## config.mk

```make
export PLATFORM = sky130hd
export DESIGN_NAME = cmp_ctrl
export DESIGN_NICKNAME = d
export VERILOG_FILES = /design/src/cmp_pkg.sv /design/src/cmp_ctrl.sv /design/src/cmp_sync.sv /design/src/cmp_edge.sv
export SDC_FILE = /design/constraint.sdc
export NUM_CORES = 1
export LEC_CHECK = 0
export BUFFER_PORTS_ARGS = -buffer_cell sky130_fd_sc_hd__buf_2
export CAP_MARGIN = 20
export CORE_AREA = 4 4 54 56
export DETAILED_ROUTE_END_ITERATION = 8
export DIE_AREA = 0 0 58 60
export GPL_ROUTABILITY_DRIVEN = 0
export PLACE_DENSITY = 0.8
export SLEW_MARGIN = 5
export SYNTH_ARGS = -nofsm -noshare
export SYNTH_HDL_FRONTEND = slang
export SYNTH_HIERARCHICAL = 1
export SYNTH_SLANG_ARGS = --single-unit
```

## constraint.sdc

```tcl
create_clock -name mclk -period 1.48 [get_ports mclk]
set_input_delay 0.074 -clock mclk [delete_from_list [all_inputs] [get_ports mclk]]
set_output_delay 0.074 -clock mclk [all_outputs]
set_load 0.03 [all_outputs]
```

## src/cmp_pkg.sv

```systemverilog
// constants shared by the comparator control block
package cmp_pkg;
   // register indices on the plain register port
   localparam logic [1:0] reg_status_control = 2'h0; // status and control register
   localparam logic [1:0] reg_system_options = 2'h1; // routing bit for capture channel
   localparam logic [1:0] reg_power_mgmt = 2'h2; // bandgap buffer enable
   localparam int addr_w = 2; // register address width
   // status and control field positions
   localparam int bit_enable = 7; // module enable
   localparam int bit_ref_sel = 6; // reference input select
   localparam int bit_flag = 5; // compare event flag
   localparam int bit_int_en = 4; // interrupt enable
   localparam int bit_level = 3; // comparator output level
   localparam int bit_pin_oe = 2; // pin output enable
   localparam int bit_mode_hi = 1; // event select high bit
   localparam int bit_mode_lo = 0; // event select low bit
   localparam int bit_route = 0; // routing bit in system options
   localparam int bit_bandgap = 0; // bandgap buffer enable bit
   localparam logic [7:0] ctrl_reset = 8'h00; // reset value of control
   // event select encodings
   typedef enum logic [1:0] {
      ev_fall0 = 2'h0,
      ev_rise = 2'h1,
      ev_fall2 = 2'h2,
      ev_both = 2'h3
   } event_sel_t;
   // power modes, gray coded along run, wait, light stop, deep stop
   typedef enum logic [1:0] {
      pm_run = 2'h0,
      pm_wait = 2'h1,
      pm_stop_light = 2'h3,
      pm_stop_deep = 2'h2
   } power_mode_t;
endpackage : cmp_pkg

```

## src/cmp_ctrl.sv

```systemverilog
// comparator digital control: registers, events, pin and capture routing
//
// How it works
// - block keeps running in light stop
// - pin output unchanged in light stop
// - edge detection active in light stop
// - stop event sets flag, requests wake-up if interrupt enabled
// - routing bit feeds comparator to capture zero
// - routing disconnects timer channel zero pin
// - block keeps running in wait
// - wait event with interrupt enabled wakes
// - reset from stop returns reset state
// - deep stop powers down, no events, pin
// - deep stop wake-up gives reset state
// - debug mode leaves operation unchanged
// - rising, falling or either edge selectable
// - select 00/10 fall, 01 rise, 11 both
// - flag set by event, write-one clears
// - interrupt asserted while flag and enable
//
// Design decisions made here: the placing of the registers and strobed register access.
`timescale 1ns/1ps
module cmp_ctrl
   import cmp_pkg::*;
(
   input wire logic mclk, // bus clock, 125 MHz
   input wire logic rst, // async reset, active high
   input wire logic [addr_w-1:0] addr, // register index
   input wire logic [7:0] wdata, // write data
   input wire logic wr, // write strobe
   input wire logic rd, // read strobe
   output logic [7:0] rdata, // read data, cycle after rd
   input wire logic [1:0] power_mode, // current chip power mode
   input wire logic debug_active, // background debug active
   input wire logic analog_out, // raw comparator output
   input wire logic timer_pin_in, // level on timer channel 0 pin
   input wire logic timer_pin_out, // timer drive toward channel 0 pin
   output logic comparator_output_pin, // external comparator output pin data
   output logic comparator_output_pin_oe_n, // pin enable, low while driving
   output logic timer1_channel0_pin_oe_n, // timer pin enable, low while driving
   output logic timer1_channel0_pin_o, // timer pin output data
   output logic capture_ch0_in, // capture input to timer channel 0
   output logic analog_enable, // analog circuit powered
   output logic reference_input_select, // 1 selects internal reference
   output logic bandgap_buffer_enable, // bandgap buffer on
   output logic irq, // interrupt request
   output logic wake_req // wake-up request from wait or light stop
);
   import cmp_pkg::*;

   logic comparator_module_enable_ff; // module enable
   logic reference_input_select_ff; // reference select
   logic compare_event_flag_ff; // sticky event flag
   logic compare_interrupt_enable_ff; // interrupt enable
   logic comparator_pin_output_enable_ff; // pin output enable
   logic [1:0] compare_event_select_ff; // event select
   logic comparator_to_capture_route_ff; // route to capture
   logic bandgap_buffer_enable_ff; // bandgap buffer enable
   logic [7:0] rdata_ff; // read data register
   logic pin_ff, pin_oe_n_ff, tpin_oe_n_ff, tpin_ff, cap_ff; // pin registers
   logic irq_ff, wake_ff; // request registers
   logic level_sync; // synchronised comparator level
   logic event_pulse; // selected edge seen

   // deep stop drops the block; debug changes nothing, wait and light stop only allow wake-up requests
   wire deep_stop = (power_mode == pm_stop_deep);
   wire low_power = (power_mode == pm_wait) || (power_mode == pm_stop_light);
   wire running = comparator_module_enable_ff & ~deep_stop;
   wire level_live = running & level_sync;
   wire wr_ctrl = wr & (addr == reg_status_control); // control write
   wire wr_opt = wr & (addr == reg_system_options); // options write
   wire wr_pwr = wr & (addr == reg_power_mgmt); // power write
   wire flag_clr = wr_ctrl & wdata[bit_flag]; // write one clears
   wire flag_set = event_pulse & running;
   wire nxt_flag = flag_set | (compare_event_flag_ff & ~flag_clr);

   // status and control readback, level bit is live
   wire [7:0] ctrl_view = {comparator_module_enable_ff, reference_input_select_ff,
      compare_event_flag_ff, compare_interrupt_enable_ff, level_live,
      comparator_pin_output_enable_ff, compare_event_select_ff};
   wire [7:0] rd_mux = (addr == reg_status_control) ? ctrl_view :
      (addr == reg_system_options) ? {7'h00, comparator_to_capture_route_ff} :
      (addr == reg_power_mgmt) ? {7'h00, bandgap_buffer_enable_ff} : 8'h00;

   // pin and route decode
   wire drive_pin = running & comparator_pin_output_enable_ff;
   wire route = comparator_to_capture_route_ff;
   wire nxt_cap = route ? level_live : timer_pin_in;
   wire nxt_irq = compare_event_flag_ff & compare_interrupt_enable_ff;
   wire nxt_wake = nxt_irq & low_power;

   // synchroniser ahead of edge detection
   cmp_sync u_sync (
      .mclk(mclk),
      .rst(rst),
      .async_in(analog_out),
      .sync_out(level_sync)
   );

   // edge detection; held clear while disabled or powered down
   cmp_edge u_edge (
      .mclk(mclk),
      .rst(rst),
      .clr(~running),
      .level(level_sync),
      .sel(compare_event_select_ff),
      .event_pulse(event_pulse)
   );

   // control register; deep stop forces reset state so wake-up starts clean
   always_ff @(posedge mclk or posedge rst) begin
      if (rst) begin
         {comparator_module_enable_ff, reference_input_select_ff, compare_event_flag_ff,
            compare_interrupt_enable_ff} <= ctrl_reset[7:4];
         comparator_pin_output_enable_ff <= ctrl_reset[bit_pin_oe];
         compare_event_select_ff <= ctrl_reset[bit_mode_hi:bit_mode_lo];
      end else if (deep_stop) begin
         {comparator_module_enable_ff, reference_input_select_ff, compare_event_flag_ff,
            compare_interrupt_enable_ff} <= ctrl_reset[7:4];
         comparator_pin_output_enable_ff <= ctrl_reset[bit_pin_oe];
         compare_event_select_ff <= ctrl_reset[bit_mode_hi:bit_mode_lo];
      end else begin
         compare_event_flag_ff <= nxt_flag;
         if (wr_ctrl) begin
            comparator_module_enable_ff <= wdata[bit_enable];
            reference_input_select_ff <= wdata[bit_ref_sel];
            compare_interrupt_enable_ff <= wdata[bit_int_en];
            comparator_pin_output_enable_ff <= wdata[bit_pin_oe];
            compare_event_select_ff <= wdata[bit_mode_hi:bit_mode_lo];
         end
      end
   end

   // system option bits live outside the block's power domain
   always_ff @(posedge mclk or posedge rst) begin
      if (rst) begin
         comparator_to_capture_route_ff <= 1'b0;
         bandgap_buffer_enable_ff <= 1'b0;
      end else begin
         if (wr_opt) comparator_to_capture_route_ff <= wdata[bit_route];
         if (wr_pwr) bandgap_buffer_enable_ff <= wdata[bit_bandgap];
      end
   end

   // read data stands only in the cycle after rd
   always_ff @(posedge mclk or posedge rst) begin
      if (rst) begin
         rdata_ff <= 8'h00;
      end else begin
         rdata_ff <= rd ? rd_mux : 8'h00;
      end
   end

   // registered pins and requests
   always_ff @(posedge mclk or posedge rst) begin
      if (rst) begin
         pin_ff <= 1'b0;
         pin_oe_n_ff <= 1'b1;
         tpin_oe_n_ff <= 1'b1;
         tpin_ff <= 1'b0;
         cap_ff <= 1'b0;
         irq_ff <= 1'b0;
         wake_ff <= 1'b0;
      end else begin
         pin_ff <= drive_pin & level_sync;
         pin_oe_n_ff <= ~drive_pin;
         tpin_oe_n_ff <= route ? 1'b1 : 1'b0;
         tpin_ff <= route ? 1'b0 : timer_pin_out;
         cap_ff <= nxt_cap;
         irq_ff <= nxt_irq;
         wake_ff <= nxt_wake;
      end
   end

   assign rdata = rdata_ff;
   assign comparator_output_pin = pin_ff;
   assign comparator_output_pin_oe_n = pin_oe_n_ff;
   assign timer1_channel0_pin_oe_n = tpin_oe_n_ff;
   assign timer1_channel0_pin_o = tpin_ff;
   assign capture_ch0_in = cap_ff;
   assign analog_enable = comparator_module_enable_ff;
   assign reference_input_select = reference_input_select_ff;
   assign bandgap_buffer_enable = bandgap_buffer_enable_ff;
   assign irq = irq_ff;
   assign wake_req = wake_ff;
endmodule : cmp_ctrl

```

## src/cmp_sync.sv

```systemverilog
// two-flop synchroniser for the asynchronous comparator output
`timescale 1ns/1ps
module cmp_sync (
   input wire logic mclk, // bus clock
   input wire logic rst, // async reset, active high
   input wire logic async_in, // raw comparator output
   output logic sync_out // synchronised level
);
   logic meta_ff; // first stage, read only by second stage
   // two stages; the first is never looked at by anything else
   always_ff @(posedge mclk or posedge rst) begin
      if (rst) begin
         meta_ff <= 1'b0;
         sync_out <= 1'b0;
      end else begin
         meta_ff <= async_in;
         sync_out <= meta_ff;
      end
   end
endmodule : cmp_sync

```

## src/cmp_edge.sv

```systemverilog
// edge detector with selectable event type
`timescale 1ns/1ps
module cmp_edge
   import cmp_pkg::*;
(
   input wire logic mclk, // bus clock
   input wire logic rst, // async reset, active high
   input wire logic clr, // mask event output, history keeps tracking
   input wire logic level, // synchronised comparator level
   input wire logic [1:0] sel, // event select
   output logic event_pulse // one-cycle event
);
   logic prev_ff; // previous level
   wire rise = level & ~prev_ff; // rising transition
   wire fall = ~level & prev_ff; // falling transition
   // decode selected edge
   wire hit = (sel == ev_rise) ? rise : (sel == ev_both) ? (rise | fall) : fall;
   // history tracks level even while disabled, so enabling on a high level gives no edge
   always_ff @(posedge mclk or posedge rst) begin
      if (rst) begin
         prev_ff <= 1'b0;
      end else begin
         prev_ff <= level;
      end
   end
   assign event_pulse = hit & ~clr;
endmodule : cmp_edge

```

== Word-level counts from Yosys, hierarchy flattened ==
Cells that the tools add are included.

* Mux-type cells: 20
* Multiply operators: 0
* Reduce and logical (&&, ||, !) cells: 3
* Add/subtract/negate cells: 0
* Magnitude comparators: 0
* Bitwise logic cells: 22
* Shifts and indexed selects: 0
* Divide/modulo/power cells: 0
* Equal/unequal tests: 7

{| class="wikitable"
|+ Operator list
! operator !! number
|-
| $mux W1 || 16
|-
| $mux W8 || 2
|-
| $and A1 B1 Y1 || 15
|-
| $eq A2 B2 Y1 const B || 4
|-
| $eq A2 B1 Y1 const B || 3
|-
| $not A1 Y1 || 5
|-
| $mux W2 || 2
|-
| $logic_not A2 Y1 || 1
|-
| $or A1 B1 Y1 || 2
|-
| $reduce_bool A2 Y1 || 1
|-
| $logic_or A1 B1 Y1 || 1
|}

* Bits in writable memories: 0
* Logic and storage cells: 71
* Register bits after elaboration: 27
* Memories kept: 0
* Output and inout port bits: 18
* Bits in read-only memories: 0
* Latch bits: 0

== Logic depth before layout (Yosys ltp) ==
Gate-level depths: netlist of the first run.

* Word-level depth: 9
* Mapped depth: 6
* Depth with buffers taken out: 6

== By module ==
Netlist of the first run, hierarchy kept.

{| class="wikitable"
|+ Modules (own cells, without submodules)
! module !! times used !! cells an instance !! area each (um2)
|-
| cmp_ctrl || 1 || 74 || 963.4
|-
| cmp_edge || 1 || 11 || 92.6
|-
| cmp_sync || 1 || 3 || 53.8
|}

== Worst setup path after synthesis of the first run ==
OpenSTA, ideal clock, no wires.

* Path kind: reg2reg
* Start: register comparator_module_enable_ff, in the netlist analog_enable
* End: register compare_event_flag_ff
* Required time: 1416 ps
* Setup time: 64 ps
* Clock period less this slack: 1377 ps
* Stages on the path, launching flop included: 6
* Data arrival time: 1312 ps
* Path slack: 103 ps
* Path buffers: 0
* Path through: dfrtp_1 -> nand2_1 -> or3b_1 -> o41ai_1 -> and2_1 -> o21a_1

* Longest elaborated chain between the ends: 5

{| class="wikitable"
|+ Ends and longest elaborated chain
! item !! line !! source
|-
| start, declared || cmp_ctrl.sv:51 || <nowiki>logic comparator_module_enable_ff;</nowiki>
|-
| start signal, assigned || cmp_ctrl.sv:125 || <nowiki>comparator_module_enable_ff <= wdata[bit_enable];</nowiki>
|-
| $and A1 B1 Y1 || cmp_ctrl.sv:68 || <nowiki>wire running = comparator_module_enable_ff & ~deep_stop;</nowiki>
|-
| $and A1 B1 Y1 || cmp_edge.sv:26 || <nowiki>assign event_pulse = hit & ~clr;</nowiki>
|-
| net event_pulse || cmp_ctrl.sv:63 || <nowiki>logic event_pulse;</nowiki>
|-
| $and A1 B1 Y1 || cmp_ctrl.sv:74 || <nowiki>wire flag_set = event_pulse & running;</nowiki>
|-
| $or A1 B1 Y1 || cmp_ctrl.sv:75 || <nowiki>wire nxt_flag = flag_set | (compare_event_flag_ff & ~flag_clr);</nowiki>
|-
| $mux W1 || cmp_ctrl.sv:117 || <nowiki>end else if (deep_stop) begin</nowiki>
|-
| end signal, assigned || cmp_ctrl.sv:123 || <nowiki>compare_event_flag_ff <= nxt_flag;</nowiki>
|-
| end, declared || cmp_ctrl.sv:53 || <nowiki>logic compare_event_flag_ff;</nowiki>
|}

The timed path passes the listed nets, and every way through them passes these cells.
A chain may end at the register's enable or synchronous reset.

== Final worst setup path of the first run ==
* Start: register u_sync.sync_out
* End: register compare_event_flag_ff

* Longest elaborated chain between the ends: 9
* Elaborated cells on any way between the ends: 10
* Those cells by class: mux (3); bitwise (7)

{| class="wikitable"
|+ Ends and longest elaborated chain
! item !! line !! source
|-
| start, declared || cmp_sync.sv:7 || <nowiki>output logic sync_out</nowiki>
|-
| start signal, assigned || cmp_sync.sv:17 || <nowiki>sync_out <= meta_ff;</nowiki>
|-
| $not A1 Y1 || cmp_edge.sv:15 || <nowiki>wire fall = ~level & prev_ff;</nowiki>
|-
| $and A1 B1 Y1 || cmp_edge.sv:15 ||
|-
| $or A1 B1 Y1 || cmp_edge.sv:17 || <nowiki>wire hit = (sel == ev_rise) ? rise : (sel == ev_both) ? (rise | fall) : fall;</nowiki>
|-
| $mux W1 || cmp_edge.sv:17 ||
|-
| $mux W1 (*) || cmp_edge.sv:17 ||
|-
| $and A1 B1 Y1 (*) || cmp_edge.sv:26 ||
|-
| net event_pulse || cmp_ctrl.sv:63 ||
|-
| $and A1 B1 Y1 (*) || cmp_ctrl.sv:74 ||
|-
| $or A1 B1 Y1 (*) || cmp_ctrl.sv:75 ||
|-
| $mux W1 (*) || cmp_ctrl.sv:117 ||
|}

The timed path passes the listed nets; every way through them passes the cells marked *.

==> key figures, run 1 <==
Finish
  – FILL cells: 202
  – Synth-to-Final Area Change: 33.15%
  – Ratio of cells with drive above 1 in the final layout: 0.4143
  – Commonest non-fill, non-tap cells in the layout: buf_2, dfrtp_1, and2_1, dlygate4sd3_1, nand2_1
  – Ant diodes: 0
  – Commonest non-fill, non-tap cell in the layout: buf_2
  – Utilization of the core after routing: 0.6075
  – Post-route cell area: 1478 um^2
  – Number of flip-flops in the largest register: 8
  – Fin nets: 163
  – FF/Latch Area: 678.2 um^2
  – Area of the multi-input gates: 397.9 um^2

STA
  – Final Hold Vio Count: 0
  – Worst Max-Slew Pin Slew: 0.3503 ns
  – Slew headroom: 0.7654
  – Fin crit period: 1.364 ns
  – Tcrit/Tclk final: 0.9219
  – TNS Setup: 0 ns
  – Final Max Slew Viols: 0
  – Unrepaired setup endpoints after global routing: no
  – Hold slack: 0.01158 ns
  – Setup ws final: 0.1156 ns
  – Skew final: 0.002908 ns
  – Achievable Freq: 732.9 MHz
  – Final setup vio count: 0

Detailed routing
  – # DRC: 0
  – Antenna viol nets, final: 0
  – Via-to-Cell Ratio: 4.653
  – DR iter-0 viols: 15
  – DRT Wirelength: 2073 um
  – First-pass detailed-route iteration total: 4
  – Routed vias: 791
  – Routed len/inst: 12.19 um

Power and ir drop
  – Net Switching: 0.3606 mW
  – Combinational power share: 0.173
  – Clk network pwr share: 0.224
  – Internal power: 0.9885 mW
  – Leakage: 0.7698 nW
  – Power Density: 913.0 nW/um^2
  – Peak supply drop: 0.6160 mV
  – Flop pwr share: 0.602
  – Sw Ratio: 0.2673

Placed design
  – Post-Place Setup Slack: 0.09153 ns
  – Dpl hpwl: 1495 um
  – Post-DP Area: 1334 um^2
  – Port-buffer cells: 35

Synthesis
  – Post-Synth Simple-Gate Area: 0.2232
  – Leading post-synthesis cells by cell area: dfrtp_1, and2_1, dfstp_2, nand3_2, o21ai_2
  – Synth async-reset ratio: 1.000
  – Fraction of the mapped netlist area in adder cells: 0.02255
  – Synth Area per Inst: 12.61 um^2
  – Post-synthesis compound-gate area fraction: 0.06652
  – Mux share of post-synthesis cell area: 0.03946
  – Register area share after synthesis: 0.6110
  – Number of flops mapped to enable cells by yosys: 0
  – Synth Cell Area: 1110 um^2
  – Largest family of logic cells by synthesized area: simple AND/OR/NAND/NOR gates
  – Register bit total from synthesis: 27
  – Synth Area in XOR/XNOR: 0
  – Synth Net Count: 110
  – Cell variety after synth: 28
  – Post-synth top area share: 0.5637
  – Ys flop type: dfrtp_1
  – Syn Inst Count: 88
  – Yosys warns: 6
  – Leading area contributor after synthesis: dfrtp_1

Global routing
  – Number of global-route vias before repair: 825
  – First-pass GRT wire length: 3456 um
  – Initial antenna violation count: 0
  – Pin count of the biggest net entering global routing: 25
  – GRT Util Overall: 0.1308
  – Total grt overflow: 0

CTS
  – CTS tree: yes
  – Root buffer selected by CTS: clkbuf_4
  – Worst-path clk slew: 0.13 ns
  – Clock insertion delay at the later pin of the skew report: 0.31 ns
  – CTS H-tree lvls: 1
  – Max Root-Sink Buffers: 2
  – CTS Buf Count: 3
  – Clk sinks: 27

Setup path
  – Critical path cell sequence: inv_1 > ha_1 > and2_1 > o41ai_2 > and2_1 > o21a_1
  – Crit end category: flop
  – Worst-path fanout max: 2
  – Worst setup SP type: flop
  – Worst path required time: 1.74 ns
  – Crit path max-delay cell type: dfrtp_1
  – CP max stage delay: 0.37 ns
  – Worst Path Arrival: 1.62 ns
  – R2r worst-path depth: 6
  – Crit Path Category: flop to flop
  – Most frequent cell on the critical path: and2_1

Outcome
  – Outcome: complete, no violations

Floorplanning
  – Boundary Pins: 38
  – Die Area: 3480 um^2
  – Row count: 18
  – Starting Density: 0.4563
  – Area of the core: 2432 um^2
  – Die W: 58 um
  – Die Ht: 60 um

Run
  – Max Cap Violations: 0

Hold path
  – Worst hold stages: 3
  – Worst min path class: input port to flop
==> synthesized netlist by cell type (2+ instances only) <==
master   instances
and3_1           2
nand3_1          4
dfrtp_1         25
nand3_2          4
inv_1            6
nor3b_2          2
dfstp_2          2
nand2_1          7
mux2_1           2
o21ai_2          4
ha_1             2
and2_1          11
o21ai_1          2
==> power groups by stage <==
stage	clock [mW]	combinational, mW	sequential [mW]
final	0.303	0.234	0.813
after global routing	0.354	0.256	0.820
after CTS	0.319	0.233	0.814
after detailed placement	0	0.212	0.828
after global placement	0	0.207	0.826
after floorplan	0	0.0786	0.881
==> critical path, delay by kind of cell (launching register included) <==
family                     cells  cell delay, ns
buffers and inverters          1            0.05
DFF                            1            0.37
AOI/OAI and AO/OA              2            0.31
adders and majority gates      1            0.27
and+or+nand+nor                2            0.32
==> cell type report <==
class                           count  share of cell area
Tap cell                           30             0.02540
Sequential cell                    27              0.4589
Timing Repair Buffer               50              0.2134
Multi-Input combinational cell     53              0.2693
Inverter                            6             0.01524
Clock buffer                        4             0.01778
==> cells by family (layout without fill, tap and decap cells) <==
group	after synthesis	in the layout
AO/OA/AOI/OAI	10	10
adder cells (fa/ha/maj)	2	2
buffers and inverters	8	60
flip-flops	27	27
multiplexers	4	4
AND/OR/NAND/NOR	37	37
==> routing by layer <==
metal	vias up	global-route usage	part of all wire
met2	28	0.2403	0.52
li1	395	-	-
met1	368	0.1480	0.40
met4	0	0.04967	0
met5	-	0	0
met3	0	0.02808	0.082
==> path summary, 6_finish.rpt <==
check | startpoint | to | slack, ns
max | u_sync/sync_out$_DFF_PP0_ | compare_event_flag_ff$_DFF_PP0_ | 0.12
min | rd | rdata[0]$_DFF_PP0_ | 0.01
max reg2reg | u_sync/sync_out$_DFF_PP0_ | compare_event_flag_ff$_DFF_PP0_ | 0.12
min reg2reg | u_sync/meta_ff$_DFF_PP0_ | u_sync/sync_out$_DFF_PP0_ | 0.37
max in group asynchronous | rst | comparator_output_pin_oe_n$_DFF_PP1_ | 0.86
min in group asynchronous | rst | u_edge/prev_ff$_DFF_PP0_ | 0.12
==> what timing repair did <==
item | 4_1_cts | 5_1_grt
setup buffers | 0 | 0
resized for setup | 0 | 1
hold buffers | 10 | 1
endpoints found under the setup margin | 0 | 1
hold endpoints to repair | 34 | 1
==> through the flow <==
step                      cells  power, mW
after floorplan              88     0.9594
after global placement      155      1.034
after detailed placement    155      1.040
after CTS                   169      1.365
after global routing        170      1.429
final                       170      1.349
Power figures use the tool's default switching activity.
==> run 2: changes to the inputs <==
--- a/constraint.sdc
+++ b/constraint.sdc
@@ -3,2 +3,2 @@
 set_output_delay 0.074 -clock mclk [all_outputs]
-set_load 0.03 [all_outputs]
+set_load 0.1 [all_outputs]
==> key figures, run 2 (synthesized netlist as in run 1, its figures left out) <==
Placed design
  – Dpl hpwl: 1584 um (+6.0%)
  – Dpl cells: 156 (+0.65%)
  – Post-Place Setup Slack: 0.1157 ns (+0.02418 ns)
  – Port-buffer cells: 35 (unchanged)

Power and ir drop
  – Power Density: 1013 nW/um^2 (+11%)
  – Peak supply drop: 0.7944 mV (+29%)
  – Total power: 1.511 mW (+12%)
  – Leakage: 0.7718 nW (+0.26%)

CTS
  – Root buffer selected by CTS: clkbuf_4
  – CTS Buf Count: 3 (unchanged)
  – Clock insertion delay at the later pin of the skew report: 0.32 ns (about the same)
  – Worst-path clk slew: 0.14 ns (about the same)
  – CTS tree: yes
  – Post-CTS setup buffer count: 0 (unchanged)
  – Max Root-Sink Buffers: 2 (unchanged)
  – CTS H-tree lvls: 1 (unchanged)
  – Clk sinks: 27 (unchanged)

Setup path
  – Reg-to-Reg Start: u_sync/sync_out$_DFF_PP0_
  – Worst setup SP type: flop
  – Crit end category: flop
  – CP Capture Point: compare_event_flag_ff$_DFF_PP0_
  – Worst path required time: 1.75 ns (about the same)
  – Reg2reg setup slack: 0.1 ns (-0.02 ns)
  – Worst-path fanout max: 2 (unchanged)
  – Worst Setup SP: u_sync/sync_out$_DFF_PP0_
  – Worst R2R End: compare_event_flag_ff$_DFF_PP0_
  – R2r worst-path depth: 6 (unchanged)
  – Crit Path Category: flop to flop
  – Worst Path Arrival: 1.65 ns (+0.03 ns)

Global routing
  – Number of global-route vias before repair: 844 (+2.3%)
  – Total grt overflow: 0 (unchanged)
  – GRT Util Overall: 0.1406 (+0.009738)
  – Pin count of the biggest net entering global routing: 25 (unchanged)
  – First-pass GRT wire length: 3712 um (+7.4%)
  – Initial antenna violation count: 0 (unchanged)

Finish
  – Number of flip-flops in the largest register: 8 (unchanged)
  – Post-Layout Cell Count: 172 (+1.2%)
  – Synth-to-Final Area Change: 34.39%
  – Ratio of cells with drive above 1 in the final layout: 0.4155 (+0.001207)
  – Commonest non-fill, non-tap cell in the layout: buf_2
  – Utilization of the core after routing: 0.6132 (+0.005659)
  – Ant diodes: 0 (unchanged)
  – Fin nets: 165 (+1.2%)
  – Commonest non-fill, non-tap cells in the layout: buf_2, dfrtp_1, dlygate4sd3_1

STA
  – Unrepaired setup endpoints after global routing: no
  – Fin crit period: 1.381 ns (+0.01661 ns)
  – Skew final: 0.004842 ns (+0.001934 ns)
  – TNS Setup: 0 ns (unchanged)
  – Setup ws final: 0.09900 ns (-0.01661 ns)
  – Final Max Slew Viols: 0 (unchanged)
  – Tcrit/Tclk final: 0.9331 (+0.01122)
  – Final Hold Vio Count: 0 (unchanged)
  – Final setup vio count: 0 (unchanged)
  – Worst Max-Slew Pin Slew: 0.4912 ns (+0.1409 ns)
  – Slew headroom: 0.6748 (-0.09065)
  – Achievable Freq: 724.1 MHz (-1.2%)

Detailed routing
  – DRT Wirelength: 2193 um (+5.8%)
  – Met2 wire length: 1131 um (+5.4%)
  – First-pass detailed-route iteration total: 4 (unchanged)
  – DR iter-0 viols: 11 (-4)
  – Routed vias: 832 (+5.2%)
  – Post-Route M1 WL: 896 um (+8.1%)
  – Uppermost layer routed: met4
  – # DRC: 0 (unchanged)
  – Antenna viol nets, final: 0 (unchanged)
  – Via-to-Cell Ratio: 4.837 (+4.0%)
  – DR WL met3: 150 um (-12%)
  – Routed len/inst: 12.75 um (+4.6%)

Run
  – Max Cap Violations: 0 (unchanged)

Hold path
  – Worst min path class: input port to flop
  – Hold Startpoint: addr[1]

Floorplanning
  – Die Area: 3480 um^2 (unchanged)
  – Die Ht: 60 um (unchanged)
  – Row count: 18 (unchanged)
  – Die W: 58 um (unchanged)
  – Starting Density: 0.4563 (unchanged)
  – Area of the core: 2432 um^2 (unchanged)
  – Boundary Pins: 38 (unchanged)

Outcome
  – Outcome: complete, no violations
[run 2: cell types whose count changed in the layout (fill, tap and decap cells not counted), sizes merged]
cell         delta
dlygate4sd3     +1
buf             +1
[run 2: timing repair]
action                                 4_1_cts  5_1_grt
setup endpoints to repair                    0        0
hold buffers                                11        1
endpoints found under the hold margin       35        1
resized for setup                            0        0
[run 2: layout make-up]
type / count / area, um^2
Sequential cell: 27 / 681.9
Inverter: 6 / 22.52
Timing Repair Buffer: 52 / 332.8
Tap cell: 30 / 37.54
Fill cell: 200 / 940.9
Clock buffer: 4 / 26.28
Multi-Input combinational cell: 53 / 390.4
[run 2: worst min path at each step]
stage / end / slack (ns) / cells past startpoint
global route: bandgap_buffer_enable$_DFFE_PP0P_ / 0.06 / 3
floorplan: u_edge/prev_ff$_DFF_PP0_ / -0.20 / 1
global placement: u_edge/prev_ff$_DFF_PP0_ / -0.07 / 2
CTS: wake_req$_DFF_PP0_ / 0.002 / 2
finish: rdata[0]$_DFF_PP0_ / 0.06 / 3
detailed placement: u_edge/prev_ff$_DFF_PP0_ / -0.07 / 2
[run 2: metrics by stage]
step	hold WS [ns]	area [um^2]
2_1_floorplan	-0.1973	1114
3_3_place_gp	-0.06865	1345
3_5_place_dp	-0.06942	1345
4_1_cts	0.002489	1481
5_1_grt	0.05700	1491
6_report	0.05998	1491
[run 2: layer usage]
metal  GRT usage  vias to the layer above
li1            -                      396
met1      0.1662                      406
met2      0.2532                       28
met3     0.02808                        2
met4     0.04967                        0
met5           0                        -
[run 2: power by group]
part / switching [mW] / internal, mW
Clock: 0.203 / 0.105
Combinational: 0.285 / 0.100
Sequential: 0.0300 / 0.787
Total: 0.518 / 0.993
[run 2: worst max-delay path, stage by stage, from the launching register on]
cell and delay (ns):
dfrtp_1 0.37, inv_1 0.04, ha_1 0.27, and2_1 0.15
o41ai_1 0.21, and2_1 0.16, o21a_1 0.11
